===== config.mk =====
export PLATFORM = sky130hd
export DESIGN_NAME = eiesf_top
export DESIGN_NICKNAME = d
export VERILOG_FILES = /design/src/eiesf_top.v
export VERILOG_INCLUDE_DIRS = /design/src
export SDC_FILE = /design/constraint.sdc
export NUM_CORES = 1
export LEC_CHECK = 0
export BUFFER_PORTS_ARGS = -buffer_cell sky130_fd_sc_hd__buf_2
export CELL_PAD_IN_SITES_DETAIL_PLACEMENT = 0
export CELL_PAD_IN_SITES_GLOBAL_PLACEMENT = 1
export CORE_MARGIN = 3
export CORE_UTILIZATION = 30
export DETAILED_ROUTE_END_ITERATION = 10
export PLACE_DENSITY = 0.61
export SETUP_SLACK_MARGIN = 0.1
export SLEW_MARGIN = 40
export SYNTH_ARGS = -nofsm -noshare
export SYNTH_HDL_FRONTEND = slang
export SYNTH_SLANG_ARGS = --single-unit

===== constraint.sdc =====
create_clock -name aclk -period 3.4 [get_ports aclk]
set_input_delay 0.17 -clock aclk [delete_from_list [all_inputs] [get_ports aclk]]
set_output_delay 0.17 -clock aclk [all_outputs]
set_load 0.005 [all_outputs]

===== src/eiesf_map.vh =====
`ifndef EIESF_MAP_VH
`define EIESF_MAP_VH

// register indexes, byte address is four times the index
`define EIESF_IDX_FCTL 32'hFFFFF318
`define EIESF_IDX_FALL_A 32'hFFFFFC00
`define EIESF_IDX_FALL_B 32'hFFFFFC02
`define EIESF_IDX_FALL_C 32'hFFFFFC06
`define EIESF_IDX_FALL_H 32'hFFFFFC13
`define EIESF_IDX_RISE_A 32'hFFFFFC20
`define EIESF_IDX_RISE_B 32'hFFFFFC22
`define EIESF_IDX_RISE_C 32'hFFFFFC26
`define EIESF_IDX_RISE_H 32'hFFFFFC33
`define EIESF_IDX_STAT 32'hFFFFFE00
`define EIESF_IDX_MASK 32'hFFFFFE01

// implemented bits of each register
`define EIESF_MSK_A 8'h60
`define EIESF_MSK_B 8'h01
`define EIESF_MSK_C 8'h82
`define EIESF_MSK_H 8'hE0
`define EIESF_MSK_FCTL 8'h87
`define EIESF_RST_VAL 8'h00

// field positions
`define EIESF_BIT_PIN2 5
`define EIESF_BIT_PIN3 6
`define EIESF_BIT_PIN0 0
`define EIESF_BIT_PIN7 1
`define EIESF_BIT_PIN1 7
`define EIESF_BIT_PIN4 5
`define EIESF_BIT_PIN5 6
`define EIESF_BIT_PIN6 7
`define EIESF_BIT_DFSEL 7

// sample clock divisors by code
`define EIESF_DIV_0 64
`define EIESF_DIV_1 128
`define EIESF_DIV_2 256
`define EIESF_DIV_3 512
`define EIESF_DIV_4 1024
`define EIESF_DIV_5 32

// timing
`define EIESF_CLK_NS 20
`define EIESF_ANALOG_NS 60
`define EIESF_ANALOG_CYC ((`EIESF_ANALOG_NS + `EIESF_CLK_NS - 1) / `EIESF_CLK_NS)
`define EIESF_SAMPLES 3

`define EIESF_RESP_OKAY 2'b00
`define EIESF_RESP_SLVERR 2'b10

`endif


===== src/eiesf_top.v =====
`timescale 1ns/10ps
`include "eiesf_map.vh"
module eiesf_top #(
    parameter ADDR_W = 14,
    parameter NPIN = 8
) (
    input wire aclk,
    input wire aresetn,
    input wire [ADDR_W-1:0] s_axi_awaddr,
    input wire [2:0] s_axi_awprot,
    input wire s_axi_awvalid,
    output wire s_axi_awready,
    input wire [31:0] s_axi_wdata,
    input wire [3:0] s_axi_wstrb,
    input wire s_axi_wvalid,
    output wire s_axi_wready,
    output reg [1:0] s_axi_bresp,
    output reg s_axi_bvalid,
    input wire s_axi_bready,
    input wire [ADDR_W-1:0] s_axi_araddr,
    input wire [2:0] s_axi_arprot,
    input wire s_axi_arvalid,
    output wire s_axi_arready,
    output reg [31:0] s_axi_rdata,
    output reg [1:0] s_axi_rresp,
    output reg s_axi_rvalid,
    input wire s_axi_rready,
    input wire [NPIN-1:0] ext_irq_pin,
    output reg [NPIN-1:0] edge_req_q,
    output reg wake_req_q,
    output wire irq
);

localparam [31:0] I_FCTL = `EIESF_IDX_FCTL;
localparam [31:0] I_FA = `EIESF_IDX_FALL_A;
localparam [31:0] I_FB = `EIESF_IDX_FALL_B;
localparam [31:0] I_FC = `EIESF_IDX_FALL_C;
localparam [31:0] I_FH = `EIESF_IDX_FALL_H;
localparam [31:0] I_RA = `EIESF_IDX_RISE_A;
localparam [31:0] I_RB = `EIESF_IDX_RISE_B;
localparam [31:0] I_RC = `EIESF_IDX_RISE_C;
localparam [31:0] I_RH = `EIESF_IDX_RISE_H;
localparam [31:0] I_ST = `EIESF_IDX_STAT;
localparam [31:0] I_MK = `EIESF_IDX_MASK;
localparam integer ANA_CYC_N = `EIESF_ANALOG_CYC;
localparam [1:0] ANA_CYC = ANA_CYC_N[1:0];

////////////////////////////////////////////////////////////////////////////////
// helpers

// map a register address to its slot, 0 means unmapped
function [3:0] slot;
    input [ADDR_W-1:0] a;
    reg [11:0] ix;
    begin
        ix = a[13:2];
        slot = 4'h0;
        if (a[1:0] == 2'b00) begin
            case (ix)
                I_FCTL[11:0]: slot = 4'h1;
                I_FA[11:0]: slot = 4'h2;
                I_FB[11:0]: slot = 4'h3;
                I_FC[11:0]: slot = 4'h4;
                I_FH[11:0]: slot = 4'h5;
                I_RA[11:0]: slot = 4'h6;
                I_RB[11:0]: slot = 4'h7;
                I_RC[11:0]: slot = 4'h8;
                I_RH[11:0]: slot = 4'h9;
                I_ST[11:0]: slot = 4'hA;
                I_MK[11:0]: slot = 4'hB;
                default: slot = 4'h0;
            endcase
        end
    end
endfunction

// gather one enable per pin from the four registers of one direction
function [7:0] pin_map;
    input [7:0] ra;
    input [7:0] rb;
    input [7:0] rc;
    input [7:0] rh;
    begin
        pin_map[0] = rb[`EIESF_BIT_PIN0];
        pin_map[1] = rc[`EIESF_BIT_PIN1];
        pin_map[2] = ra[`EIESF_BIT_PIN2];
        pin_map[3] = ra[`EIESF_BIT_PIN3];
        pin_map[4] = rh[`EIESF_BIT_PIN4];
        pin_map[5] = rh[`EIESF_BIT_PIN5];
        pin_map[6] = rh[`EIESF_BIT_PIN6];
        pin_map[7] = rc[`EIESF_BIT_PIN7];
    end
endfunction

////////////////////////////////////////////////////////////////////////////////
// registers and bus

reg [7:0] fctl_q;
reg [7:0] fa_q;
reg [7:0] fb_q;
reg [7:0] fc_q;
reg [7:0] fh_q;
reg [7:0] ra_q;
reg [7:0] rb_q;
reg [7:0] rc_q;
reg [7:0] rh_q;
reg [7:0] stat_q;
reg [7:0] mask_q;

reg aw_full_q;
reg [ADDR_W-1:0] aw_addr_q;
reg w_full_q;
reg [7:0] w_data_q;
reg w_lane_q;
reg [7:0] stat_d;

wire wr_go = aw_full_q && w_full_q && !s_axi_bvalid;
wire [3:0] wr_slot = slot(aw_addr_q);
wire wr_en = wr_go && w_lane_q;
wire [7:0] wd = w_data_q;
wire [NPIN-1:0] edge_d;

assign s_axi_awready = !aw_full_q;
assign s_axi_wready = !w_full_q;
assign s_axi_arready = !s_axi_rvalid;
assign irq = |(stat_q & mask_q);

always @(posedge aclk) begin
    if (!aresetn) begin
        aw_full_q <= 1'b0;
        aw_addr_q <= {ADDR_W{1'b0}};
        w_full_q <= 1'b0;
        w_data_q <= 8'h00;
        w_lane_q <= 1'b0;
        s_axi_bvalid <= 1'b0;
        s_axi_bresp <= `EIESF_RESP_OKAY;
    end else begin
        if (s_axi_awvalid && !aw_full_q) begin
            aw_full_q <= 1'b1;
            aw_addr_q <= s_axi_awaddr;
        end
        if (s_axi_wvalid && !w_full_q) begin
            w_full_q <= 1'b1;
            w_data_q <= s_axi_wdata[7:0];
            w_lane_q <= s_axi_wstrb[0];
        end
        if (wr_go) begin
            aw_full_q <= 1'b0;
            w_full_q <= 1'b0;
            s_axi_bvalid <= 1'b1;
            s_axi_bresp <= (wr_slot == 4'h0) ? `EIESF_RESP_SLVERR : `EIESF_RESP_OKAY;
        end else if (s_axi_bvalid && s_axi_bready) begin
            s_axi_bvalid <= 1'b0;
        end
    end
end

// a byte-wide register updates only from lane 0; bit writes are a byte write
always @(posedge aclk) begin
    if (!aresetn) begin
        fctl_q <= `EIESF_RST_VAL;
        fa_q <= `EIESF_RST_VAL;
        fb_q <= `EIESF_RST_VAL;
        fc_q <= `EIESF_RST_VAL;
        fh_q <= `EIESF_RST_VAL;
        ra_q <= `EIESF_RST_VAL;
        rb_q <= `EIESF_RST_VAL;
        rc_q <= `EIESF_RST_VAL;
        rh_q <= `EIESF_RST_VAL;
        mask_q <= `EIESF_RST_VAL;
    end else if (wr_en) begin
        case (wr_slot)
            4'h1: fctl_q <= wd & `EIESF_MSK_FCTL;
            4'h2: fa_q <= wd & `EIESF_MSK_A;
            4'h3: fb_q <= wd & `EIESF_MSK_B;
            4'h4: fc_q <= wd & `EIESF_MSK_C;
            4'h5: fh_q <= wd & `EIESF_MSK_H;
            4'h6: ra_q <= wd & `EIESF_MSK_A;
            4'h7: rb_q <= wd & `EIESF_MSK_B;
            4'h8: rc_q <= wd & `EIESF_MSK_C;
            4'h9: rh_q <= wd & `EIESF_MSK_H;
            4'hB: mask_q <= wd;
            default: mask_q <= mask_q;
        endcase
    end
end

// write-one-to-clear, a new edge in the same cycle wins
always @* begin
    stat_d = stat_q;
    if (wr_en && wr_slot == 4'hA) begin
        stat_d = stat_q & ~wd;
    end
    stat_d = stat_d | edge_d;
end

always @(posedge aclk) begin
    if (!aresetn) begin
        stat_q <= `EIESF_RST_VAL;
    end else begin
        stat_q <= stat_d;
    end
end

always @(posedge aclk) begin
    if (!aresetn) begin
        s_axi_rvalid <= 1'b0;
        s_axi_rdata <= 32'h00000000;
        s_axi_rresp <= `EIESF_RESP_OKAY;
    end else if (s_axi_arvalid && !s_axi_rvalid) begin
        s_axi_rvalid <= 1'b1;
        s_axi_rresp <= `EIESF_RESP_OKAY;
        case (slot(s_axi_araddr))
            4'h1: s_axi_rdata <= {24'h000000, fctl_q};
            4'h2: s_axi_rdata <= {24'h000000, fa_q};
            4'h3: s_axi_rdata <= {24'h000000, fb_q};
            4'h4: s_axi_rdata <= {24'h000000, fc_q};
            4'h5: s_axi_rdata <= {24'h000000, fh_q};
            4'h6: s_axi_rdata <= {24'h000000, ra_q};
            4'h7: s_axi_rdata <= {24'h000000, rb_q};
            4'h8: s_axi_rdata <= {24'h000000, rc_q};
            4'h9: s_axi_rdata <= {24'h000000, rh_q};
            4'hA: s_axi_rdata <= {24'h000000, stat_q};
            4'hB: s_axi_rdata <= {24'h000000, mask_q};
            default: begin
                s_axi_rdata <= 32'h00000000;
                s_axi_rresp <= `EIESF_RESP_SLVERR;
            end
        endcase
    end else if (s_axi_rvalid && s_axi_rready) begin
        s_axi_rvalid <= 1'b0;
    end
end

////////////////////////////////////////////////////////////////////////////////
// pin synchronisers and analog-equivalent delay filter

reg [NPIN-1:0] s1_q;
reg [NPIN-1:0] s2_q;
reg [NPIN-1:0] s3_q;
reg [NPIN-1:0] sync_q;
reg [NPIN-1:0] alvl_q;
reg [2*NPIN-1:0] acnt_q;

always @(posedge aclk) begin
    if (!aresetn) begin
        s1_q <= {NPIN{1'b0}};
        s2_q <= {NPIN{1'b0}};
        s3_q <= {NPIN{1'b0}};
        sync_q <= {NPIN{1'b0}};
    end else begin
        s1_q <= ext_irq_pin;
        s2_q <= s1_q;
        s3_q <= s2_q;
        // a change counts only once stages two and three agree
        sync_q <= (s3_q & ~(s2_q ^ s3_q)) | (sync_q & (s2_q ^ s3_q));
    end
end

// a level must hold for the analog delay before it is seen
// one process for all pins keeps a single driver per vector
always @(posedge aclk) begin : p_ana
    integer i;
    for (i = 0; i < NPIN; i = i + 1) begin
        if (!aresetn) begin
            alvl_q[i] <= 1'b0;
            acnt_q[2*i +: 2] <= 2'b00;
        end else if (sync_q[i] == alvl_q[i]) begin
            acnt_q[2*i +: 2] <= 2'b00;
        end else if (acnt_q[2*i +: 2] == ANA_CYC - 2'b01) begin
            alvl_q[i] <= sync_q[i];
            acnt_q[2*i +: 2] <= 2'b00;
        end else begin
            acnt_q[2*i +: 2] <= acnt_q[2*i +: 2] + 2'b01;
        end
    end
end

////////////////////////////////////////////////////////////////////////////////
// pin-3 digital sampled filter

reg [9:0] dcnt_q;
reg [9:0] dlim;
reg dok;
reg [2:0] sel_q;
reg tick_q;
reg [1:0] smp_q;
reg dlvl_q;

wire [2:0] sel = fctl_q[2:0];
wire dfsel = fctl_q[`EIESF_BIT_DFSEL];

always @* begin
    dok = 1'b1;
    case (sel)
        3'b000: dlim = 10'd`EIESF_DIV_0 - 10'd1;
        3'b001: dlim = 10'd`EIESF_DIV_1 - 10'd1;
        3'b010: dlim = 10'd`EIESF_DIV_2 - 10'd1;
        3'b011: dlim = 10'd`EIESF_DIV_3 - 10'd1;
        3'b100: dlim = 10'd1023;
        3'b101: dlim = 10'd`EIESF_DIV_5 - 10'd1;
        default: begin
            // prohibited codes stop the sampling clock
            dlim = 10'h000;
            dok = 1'b0;
        end
    endcase
end

always @(posedge aclk) begin
    if (!aresetn) begin
        dcnt_q <= 10'h000;
        sel_q <= 3'b000;
        tick_q <= 1'b0;
    end else begin
        sel_q <= sel;
        tick_q <= 1'b0;
        if (sel_q != sel || !dok) begin
            // restart the divider; samples refill over three ticks
            dcnt_q <= 10'h000;
        end else if (dcnt_q == dlim) begin
            dcnt_q <= 10'h000;
            tick_q <= 1'b1;
        end else begin
            dcnt_q <= dcnt_q + 10'd1;
        end
    end
end

always @(posedge aclk) begin
    if (!aresetn) begin
        smp_q <= 2'b00;
        dlvl_q <= 1'b0;
    end else if (tick_q) begin
        smp_q <= {smp_q[0], sync_q[3]};
        // a pulse shorter than three samples never reaches dlvl
        if (smp_q == {2{sync_q[3]}}) begin
            dlvl_q <= sync_q[3];
        end
    end
end

////////////////////////////////////////////////////////////////////////////////
// edge detection

reg [NPIN-1:0] prev_q;
wire [NPIN-1:0] filt;
wire [NPIN-1:0] fen = pin_map(fa_q, fb_q, fc_q, fh_q);
wire [NPIN-1:0] ren = pin_map(ra_q, rb_q, rc_q, rh_q);

// toggling the filter mode may itself look like an edge
assign filt = {alvl_q[7:4], dfsel ? dlvl_q : alvl_q[3], alvl_q[2:0]};
assign edge_d = (ren & filt & ~prev_q) | (fen & ~filt & prev_q);

always @(posedge aclk) begin
    if (!aresetn) begin
        prev_q <= {NPIN{1'b0}};
        edge_req_q <= {NPIN{1'b0}};
        wake_req_q <= 1'b0;
    end else begin
        prev_q <= filt;
        edge_req_q <= edge_d;
        // wake path needs only the system clock here
        wake_req_q <= edge_d[3];
    end
end

endmodule


Word level (Yosys, flattened, before mapping). Cells that the tools add are included.

Mux-type cells: 18. Equality and inequality tests: 68. Bitwise gates (word level): 25. Reduce and logical (&&, ||, !) cells: 54. Add/sub/neg operators: 9.

Operators with widths (count): $eq A12 B12 Y1 const B (20); $pmux W4 S11 (2); $pmux W8 S11 (1); $and A8 B8 Y8 (8); $pmux W10 S6 (1); $reduce_and A2 Y1 (19); $eq A4 B3 Y1 const B (8); $eq A4 B4 Y1 const B (8); $not A8 Y8 (4); $reduce_or A3 Y1 (9); $eq A12 B10 Y1 const B (2); $or A8 B8 Y8 (3); $add A2 B1 Y2 const B (8); $eq A2 B2 Y1 const B (8); $eq A4 B2 Y1 const B (4); $mux W4 (4); $reduce_or A11 Y1 (1); $add A10 B1 Y10 const B (1); $eq A10 B10 Y1 (1); $logic_and A1 B1 Y1 (9); $not A1 Y1 (9); $eq A1 B1 Y1 (8); $eq A4 B1 Y1 const B (2); $mux W8 (1); 17 further kinds (33).

Output and inout port bits: 51. Input bits: 85. Bits in registers: 189.

Logic depth before layout (Yosys ltp). Gate-level depths: netlist of run 1.

Word-level depth: 8. Gate-level depth with buffers: 7.

Worst setup path before layout of run 1. Ideal clock, no wire load.

Path type: reg-to-reg. Start: register aw_addr_q[5]. End: register fh_q[5]. Data required time: 3.272 ns. Period minus slack after synthesis: 1.964 ns. Stages on the path, launching flop included: 8. Slack: 1.436 ns. Buffers on the path: 1. Library setup time: 0.128 ns. Arrival time: 1.836 ns. Cell sequence: dfxtp_1 nor4b_1 o211ai_1 a211oi_1 and3_1 buf_2 mux2i_1 nor2_1.

Word-level cells in the longest chain between the ends: 5. Elaborated cells on any way between the ends: 15.

Ends and longest elaborated chain: start, declared (line eiesf_top.v:111) `reg [ADDR_W-1:0] aw_addr_q;`; start signal, assigned (line eiesf_top.v:131) `aw_addr_q <= {ADDR_W{1'b0}};`; start signal, assigned (line eiesf_top.v:140) `aw_addr_q <= s_axi_awaddr;`; $eq A12 B12 Y1 / $eq A12 B10 Y1 (equally long branches) (line eiesf_top.v:59) `case (ix)`; $pmux W4 S11 * (line eiesf_top.v:59); $mux W4 * (line eiesf_top.v:58) `if (a[1:0] == 2'b00) begin`; $eq A4 B3 Y1 * (line eiesf_top.v:172) `case (wr_slot)`; $reduce_and A2 Y1 (no source line) *; end signal, assigned (line eiesf_top.v:165) `` fh_q <= `EIESF_RST_VAL; ``; end signal, assigned (line eiesf_top.v:177) `` 4'h5: fh_q <= wd & `EIESF_MSK_H; ``; end, declared (line eiesf_top.v:102) `reg [7:0] fh_q;`.

Mark *: on every way between the ends. The rest lies on a longest branch, timed or not. A chain may end at the register's enable or synchronous reset.

Final worst setup path of run 1.
Start: register aw_addr_q[5]. End: register stat_q[3].

Word-level cells in the longest chain between the ends: 7. Elaborated cells on any way between the ends: 17.

Ends and longest elaborated chain: $eq A12 B12 Y1 / $eq A12 B10 Y1 (equally long branches) (line eiesf_top.v:59); $pmux W4 S11 * (line eiesf_top.v:59); $mux W4 * (line eiesf_top.v:58); $eq A4 B4 Y1 * (line eiesf_top.v:191) `if (wr_en && wr_slot == 4'hA) begin`; $logic_and A1 B1 Y1 * (line eiesf_top.v:191); $mux W8 * (line eiesf_top.v:191); $or A8 B8 Y8 * (line eiesf_top.v:194) `stat_d = stat_d | edge_d;`; end signal, assigned (line eiesf_top.v:199) `` stat_q <= `EIESF_RST_VAL; ``; end signal, assigned (line eiesf_top.v:201) `stat_q <= stat_d;`; end, declared (line eiesf_top.v:107) `reg [7:0] stat_q;`.

Marks and branches as above.

==> flow_metrics.py, run 1 <==
metrics = {
    "run": {
        "max_cap_violations": 0,
    },
    "timing": {
        "fmax_mhz": 416.3,
        "setup_viol": 0,
        "min_period_over_period": 0.7066,
        "slew_headroom": 0.4775,
        "final.setup.tns_ps": 0,
        "final_max_slew_viol_count": 0,
        "layout_min_cycle_time_ps": 2402,
        "fin_skew_ps": 10.49,
        "hold_viol_final": 0,
        "rsz0062_at_grt": "no",
        "tightest_slew_ps": 775.6,
    },
    "clock_network": {
        "clock_latency_ps": 430,
        "cts_tree": "built",
        "numCtsBuffers": 17,
        "ctsLongestPathBuffers": 2,
        "path_clk_slew_ps": 70,
        "cts_max_level": 4,
        "cts-root-buf": "clkbuf_16",
        "numClockSinks": 162,
        "ctsResizeCount": 0,
    },
    "detailed_routing": {
        "antenna_left": 0,
        "wl_um": 17140,
        "route.detailed.drc": 0,
        "drt-pass1-iter-count": 4,
        "dr.first_iter.drc_count": 273,
        "route.vias.total": 5629,
        "wl_per_cell_um": 14.15,
        "avgViaCountPerCell": 4.648,
    },
    "synthesis": {
        "ys_types": 64,
        "yosysWarnings": 0,
        "synth-seq-cells": 162,
        "yosys-top-cells-area": "dfxtp_1, nand2_1, mux2i_1",
        "synth_cells": 783,
        "synth_top_area_frac": 0.4611,
        "ys_seq_area_frac": 0.4611,
        "syn-cell-area_um2": 7033,
        "synth_top_cell_by_area": "dfxtp_1",
        "synth_ff_type": "dfxtp_1",
        "synth_area_per_cell_um2": 8.982,
        "async_flop_share": 0,
        "synth_edf_count": 0,
    },
    "floorplan": {
        "dieArea_um2": 25320,
        "die_y_um": 159.1,
        "io_pins": 136,
        "die_w_um": 159.1,
        "fp-row-count": 55,
        "core_area_um2": 22850,
        "start_util": 0.3078,
    },
    "pwr": {
        "p_leak_nw": 3.348,
        "p_sw_frac": 0.2443,
        "p_total_mw": 3.963,
        "switchingPower_uw": 968.2,
        "power_density_nw_per_um2": 466.2,
        "ir_drop_v": 0.0003067,
        "comb_power_share": 0.056,
        "power_frac_seq": 0.496,
        "pwr-share-clk": 0.448,
        "p_int_mw": 2.995,
    },
    "finish": {
        "antenna_cells": 0,
        "final_common_cell": "dfxtp_1",
        "area_growth_syn_to_layout_pct": 20.85,
        "final_cell_mix": "dfxtp_1, nand2_1, buf_2, nor2_1, a21oi_1",
        "nets": 979,
        "final.fill_count": 2385,
        "drive_above_1_share": 0.1581,
    },
    "grt": {
        "grt_usage": 0.1367,
        "grt_pass1_wl_um": 28260,
        "grt-ovfl-total": 0,
        "grt_max_degree": 62,
        "antenna_found_initial": 0,
        "grt_pass1_vias": 5463,
    },
    "critical_path": {
        "crit_type": "register to register",
        "crit_chain": "nor4b_1 -> o2111ai_1 -> a21oi_1 -> and3b_1 -> nand2_1 -> a31o_2",
        "r2r_setup_slack_ps": 1000,
        "critPathLaunchType": "register",
        "r2r_start": "aw_addr_q[5]$_SDFFE_PN0P_",
        "cp_slowest_cell": "nor4b_1",
        "cpPeakStageDelay_ps": 540,
        "worstRegToRegCells": 6,
        "endpoint_kind": "register",
        "cp.arrival_ps": 2720,
        "r2r-end": "stat_q[3]$_SDFF_PN0_",
        "crit_fanout": 8,
        "cp.required_ps": 3720,
    },
    "min_path": {
        "hp-start": "s_axi_bready",
        "hp-class": "input port to register",
        "holdPathEnd": "s_axi_bvalid$_SDFFE_PN0P_",
        "hold_path_depth": 3,
    },
    "place": {
        "port_buffers": 76,
        "dp_hpwl_um": 12330,
        "gp_congestion": 0.7939,
    },
    "status": {
        "status": "finished, final reports clean",
    },
}
## per-stage QoR
stage	hold WS, ps	worst slack, ps	utilization	cells	cell area [um^2]
after CTS	0.0001388	966.6	0.3719	1211	8497
final	13.41	997.7	0.3720	1211	8499
after global routing	17.81	677.1	0.3720	1211	8499
after global placement	364.9	965.2	0.3335	1146	7619
after detailed placement	359.8	976.1	0.3336	1146	7621
after floorplan	270.1	1436	-	808	7127
## registers in the layout (all words and copies together), names as in the netlist, 2 cells and up, named ones only
name	count
acnt_q	16
fa_q	2
smp_q	2
prev_q	8
s3_q	8
aw_addr_q	14
s1_q	8
fctl_q	4
rh_q	3
edge_req_q	8
sel_q	3
rc_q	2
alvl_q	8
dcnt_q	10
s_axi_rdata	8
fh_q	3
mask_q	8
w_data_q	8
stat_q	8
ra_q	2
fc_q	2
s2_q	8
## critical path: cells and delay by family, from the launching register on
family | cells | cell delay, ps
AO/OA/AOI/OAI | 3 | 840
flip-flops | 1 | 350
AND/OR/NAND/NOR | 3 | 1100
## cells by family after synthesis
group	share of synthesized area
compound gates	0.1372
xor+xnor	0.02242
fa+ha+maj	0.01601
buf+inv	0.05693
flops	0.4611
mux	0.06387
other cells	0.0005332
simple gates	0.2419
## cells in the mapped netlist (5+ instances only)
library cell  instances
and3b_1               6
nand4_1              15
and4_1                5
o2111ai_1             5
buf_1                 5
o211ai_1              6
or3_1                 9
nor2_1               72
nor3_1                9
inv_1                22
nor3b_1               9
ha_1                  9
and2_1               39
dfxtp_1             162
o21ai_0              22
a31o_2                8
nand2_1             101
buf_4                28
nand3b_1             14
nor2b_1               7
nand3_1              15
xnor2_1              14
clkbuf_1             21
mux2_2                7
mux2i_1              37
a21oi_1              57
a22oi_1              11
a31oi_1               6
## area by class of cell
type	instances	area [um^2]	share of cell area
clock buffer	19	442.9	0.05211
clock inverter	13	102.6	0.01207
inverter	22	85.08	0.01001
multi-input combinational	568	3486	0.4101
sequential	162	3243	0.3816
tap	313	391.6	0.04608
timing repair buffer	114	748.2	0.08803
## power groups by stage
stage	combinational, mW	sequential, mW	clock (mW)
floorplan	0.141	2.00	0
global placement	0.194	2.01	0
detailed placement	0.194	2.01	0
CTS	0.223	1.97	1.83
global route	0.251	1.97	1.90
finish	0.221	1.97	1.77
## layer usage
layer | track usage | wire length [um] | up-vias
li1 | - | - | 2921
met1 | 0.1909 | 8677 | 2584
met2 | 0.2063 | 7385 | 106
met3 | 0.03538 | 825 | 18
met4 | 0.04417 | 252 | 0
met5 | 0 | 0 | -
## what timing repair did
item | CTS | global route
endpoints found under the hold margin | 33 | 0
hold buffers | 33 | 0
buffers inserted | 0 | 0
## worst max-delay path by stage
stage | cells past startpoint | to | from | slack (ps)
2_1_floorplan | 7 | fh_q[5]$_SDFFE_PN0P_ | aw_addr_q[5]$_SDFFE_PN0P_ | 1440
6_report | 6 | stat_q[3]$_SDFF_PN0_ | aw_addr_q[5]$_SDFFE_PN0P_ | 1000
5_1_grt | 6 | stat_q[7]$_SDFF_PN0_ | aw_addr_q[4]$_SDFFE_PN0P_ | 680
3_5_place_dp | 6 | stat_q[2]$_SDFF_PN0_ | aw_addr_q[5]$_SDFFE_PN0P_ | 980
4_1_cts | 6 | stat_q[7]$_SDFF_PN0_ | aw_addr_q[5]$_SDFFE_PN0P_ | 970
3_3_place_gp | 6 | stat_q[3]$_SDFF_PN0_ | aw_addr_q[5]$_SDFFE_PN0P_ | 970
Note: power is estimated with default switching activity, not from simulation.
==> run 2: changes to the inputs <==
--- a/config.mk
+++ b/config.mk
@@ -6,13 +6,14 @@
 export SDC_FILE = /design/constraint.sdc
 export NUM_CORES = 1
 export LEC_CHECK = 0
+export ABC_AREA = 1
 export BUFFER_PORTS_ARGS = -buffer_cell sky130_fd_sc_hd__buf_2
 export CELL_PAD_IN_SITES_DETAIL_PLACEMENT = 0
 export CELL_PAD_IN_SITES_GLOBAL_PLACEMENT = 1
 export CORE_MARGIN = 3
 export CORE_UTILIZATION = 30
 export DETAILED_ROUTE_END_ITERATION = 10
-export PLACE_DENSITY = 0.61
+export PLACE_DENSITY = 0.66
 export SETUP_SLACK_MARGIN = 0.1
 export SLEW_MARGIN = 40
 export SYNTH_ARGS = -nofsm -noshare
==> constraint.sdc (replaced) <==
create_clock -name aclk -period 2.2 [get_ports aclk]
set_input_delay 0.11 -clock aclk [delete_from_list [all_inputs] [get_ports aclk]]
set_output_delay 0.11 -clock aclk [all_outputs]
set_load 0.005 [all_outputs]
==> run 2 against run 1 <==
  * Total power is 61% higher
  * Maximum frequency is 19% higher
  * Area after synthesis is 0.39% higher
  * Global-route usage hardly changed
  * First-iteration DRC count is 26% higher
  * Register-to-register slack worse by 820 ps
  * Largest cell class is now registers
  * Largest power group unchanged
==> flow_metrics.py, run 2 <==
metrics = {
    "status": {
        "status": "finished, final reports clean",
    },
    "synthesis": {
        "async_flop_share": 0,
        "yosysWarnings": 0,
        "yosysMostFrequentCell": "nor2_1",
        "ys_types": 43,
        "synth_top_area_frac": 0.4593,
        "yosys-top-cells-count": "nor2_1, nand2_1, dfxtp_1",
        "syn-cell-area_um2": 7061,
        "synth_area_per_cell_um2": 7.219,
        "synth-seq-cells": 162,
        "ys_seq_area_frac": 0.4593,
        "yosys-top-cells-area": "dfxtp_1, nor2_1, nand2_1",
        "synth_edf_count": 0,
        "synth_ff_type": "dfxtp_1",
        "synth_cells": 978,
        "synth_top_cell_by_area": "dfxtp_1",
    },
    "detailed_routing": {
        "drt-pass1-iter-count": 5,
        "dr.first_iter.drc_count": 345,
        "route.detailed.drc": 0,
        "top_layer": "met4",
        "wl_met2_um": 8001,
        "wl_um": 17060,
        "route.vias.total": 6105,
        "avgViaCountPerCell": 4.324,
        "antenna_left": 0,
        "wl_met1_um": 8223,
        "wl_per_cell_um": 12.08,
        "wl_met3_um": 578,
    },
    "finish": {
        "post_layout_nonfiller_instances": 1412,
        "reg_top3": "acnt_q: 16 flops, aw_addr_q: 14 flops, dcnt_q: 10 flops",
        "final.fill_count": 2447,
        "drive_above_1_share": 0.1410,
        "largest_reg_flops": 16,
        "top_register": "acnt_q",
        "area_growth_syn_to_layout_pct": 22.36,
        "final_cell_mix": "nor2_1, nand2_1, dfxtp_1, inv_1, buf_2",
        "design_area_um2": 8640,
        "nets": 1180,
        "antenna_cells": 0,
        "final_common_cell": "nor2_1",
    },
    "timing": {
        "tightest_slew_ps": 618.6,
        "setup_ws_ps": 182.0,
        "layout_min_cycle_time_ps": 2018,
        "setup_viol": 0,
        "fmax_mhz": 495.5,
        "hold_viol_final": 0,
        "final.setup.tns_ps": 0,
        "rsz0062_at_grt": "yes",
        "min_period_over_period": 0.9173,
        "fin_skew_ps": 7.487,
        "slew_headroom": 0.5872,
        "final_max_slew_viol_count": 0,
    },
    "critical_path": {
        "r2r_setup_slack_ps": 180,
        "cp_slowest_cell": "dfxtp_1",
        "cpPeakStageDelay_ps": 370,
        "crit_fanout": 6,
        "endpoint_kind": "register",
        "cp.arrival_ps": 2340,
        "critPathLaunchType": "register",
        "r2r_start": "aw_addr_q[13]$_SDFFE_PN0P_",
        "r2r-end": "fh_q[6]$_SDFFE_PN0P_",
        "crit_chain": "nand2_1 -> nor3_4 -> nand4_1 -> nand3_1 -> nand2_2 -> nor3_2 -> nand2_2 -> nor2_1 -> nor2_1",
        "cp.required_ps": 2520,
        "worstRegToRegCells": 9,
        "crit_type": "register to register",
    },
    "clock_network": {
        "path_clk_slew_ps": 70,
        "clock_latency_ps": 420,
        "numCtsBuffers": 17,
        "cts_tree": "built",
        "ctsLongestPathBuffers": 2,
        "cts-root-buf": "clkbuf_16",
        "cts_max_level": 4,
        "numClockSinks": 162,
    },
    "place": {
        "dp_hpwl_um": 12530,
        "dp.cells": 1353,
        "postPlaceCellArea_um2": 7717,
        "port_buffers": 76,
        "gp_congestion": 0.8057,
        "place_ws_ps": 73.10,
    },
    "pwr": {
        "power_density_nw_per_um2": 737.7,
        "p_total_mw": 6.374,
        "ir_drop_v": 0.0003632,
        "p_leak_nw": 4.016,
    },
    "floorplan": {
        "fp-row-count": 55,
        "dieArea_um2": 25410,
        "die_w_um": 159.4,
        "io_pins": 136,
        "start_util": 0.3081,
        "core_area_um2": 22920,
        "die_y_um": 159.4,
    },
    "min_path": {
        "hold_path_depth": 3,
        "hp-class": "input port to register",
        "holdPathEnd": "aw_addr_q[4]$_SDFFE_PN0P_",
        "hp-start": "s_axi_awaddr[4]",
    },
    "grt": {
        "grt_pass1_wl_um": 28280,
        "grt_pass1_vias": 5674,
        "grt_usage": 0.1365,
        "grt_max_degree": 68,
        "antenna_found_initial": 0,
        "grt-ovfl-total": 0,
    },
    "run": {
        "max_cap_violations": 0,
    },
}
-- run 2: cell count changes in the layout (fill, tap and decap cells not counted), sizes merged, moves of 10 or more --
cell    delta
inv      +130
nor2     +108
nand2     +80
o21ai     +43
and2      -39
mux2i     -37
nand3     +27
nand3b    -12
xnor2     -12
a22oi     -10
-- run 2: cell type report --
class	count	area, um^2	share of cell area
tap	313	391.6	0.04533
inverter	152	570.5	0.06604
clock buffer	19	452.9	0.05243
multi-input combinational	641	3112	0.3602
sequential	162	3243	0.3754
clock inverter	13	138.9	0.01608
timing repair buffer	112	730.7	0.08458
-- run 2: cell families (layout without fill, tap and decap cells) --
| logic type | Yosys count | after routing | share of synthesized area |
|---|---|---|---|
| simple gates | 437 | 437 | 0.2637 |
| buf+inv | 200 | 296 | 0.1221 |
| compound gates | 157 | 157 | 0.1235 |
| xor+xnor | 12 | 12 | 0.01489 |
| fa+ha+maj | 9 | 9 | 0.01595 |
| flops | 162 | 162 | 0.4593 |
| other cells | 1 | 26 | 0.0005311 |
-- run 2: metal layers --
metal  track usage  vias to the layer above
met1        0.1780                     2721
met2        0.2246                      108
met3       0.02836                       19
li1              -                     3257
met4       0.04775                        0
met5             0                        -
-- run 2: power breakdown --
part	leakage, nW	internal [mW]	total, mW	switching [mW]
clock network	0.295	1.66	2.96	1.30
logic	2.41	0.142	0.360	0.219
registers	1.32	3.00	3.05	0.0528
-- run 2: worst max path at each step --
stage	from	slack, ps	cells past startpoint	end
6_report	aw_addr_q[13]$_SDFFE_PN0P_	180	9	fh_q[6]$_SDFFE_PN0P_
5_1_grt	aw_addr_q[13]$_SDFFE_PN0P_	20	9	fh_q[6]$_SDFFE_PN0P_
4_1_cts	aw_addr_q[2]$_SDFFE_PN0P_	150	13	stat_q[5]$_SDFF_PN0_
3_5_place_dp	aw_addr_q[2]$_SDFFE_PN0P_	70	13	stat_q[5]$_SDFF_PN0_
3_3_place_gp	aw_addr_q[12]$_SDFFE_PN0P_	110	11	stat_q[5]$_SDFF_PN0_
2_1_floorplan	aw_addr_q[2]$_SDFFE_PN0P_	520	14	mask_q[7]$_SDFFE_PN0P_
-- run 2: through the flow --
step | utilization | hold WS (ps)
6_report | 0.3770 | 16.58
5_1_grt | 0.3770 | 39.54
4_1_cts | 0.3741 | 22.13
3_5_place_dp | 0.3368 | 296.2
3_3_place_gp | 0.3368 | 297.1
2_1_floorplan | - | 207.6
-- run 2: worst max-delay path, delay by kind of cell, from the launching register on --
kind | cells | cell delay [ps]
simple gates | 9 | 1550
flops | 1 | 370
-- run 2: repair_timing --
| item | CTS | global route |
|---|---|---|
| hold endpoints to repair | 26 | 0 |
| resized for setup | 1 | 16 |
| cloned | 0 | 0 |
| setup endpoints to repair | 1 | 31 |
| buffers inserted | 0 | 1 |
| hold buffers | 26 | 0 |
| pin swaps | 0 | 0 |
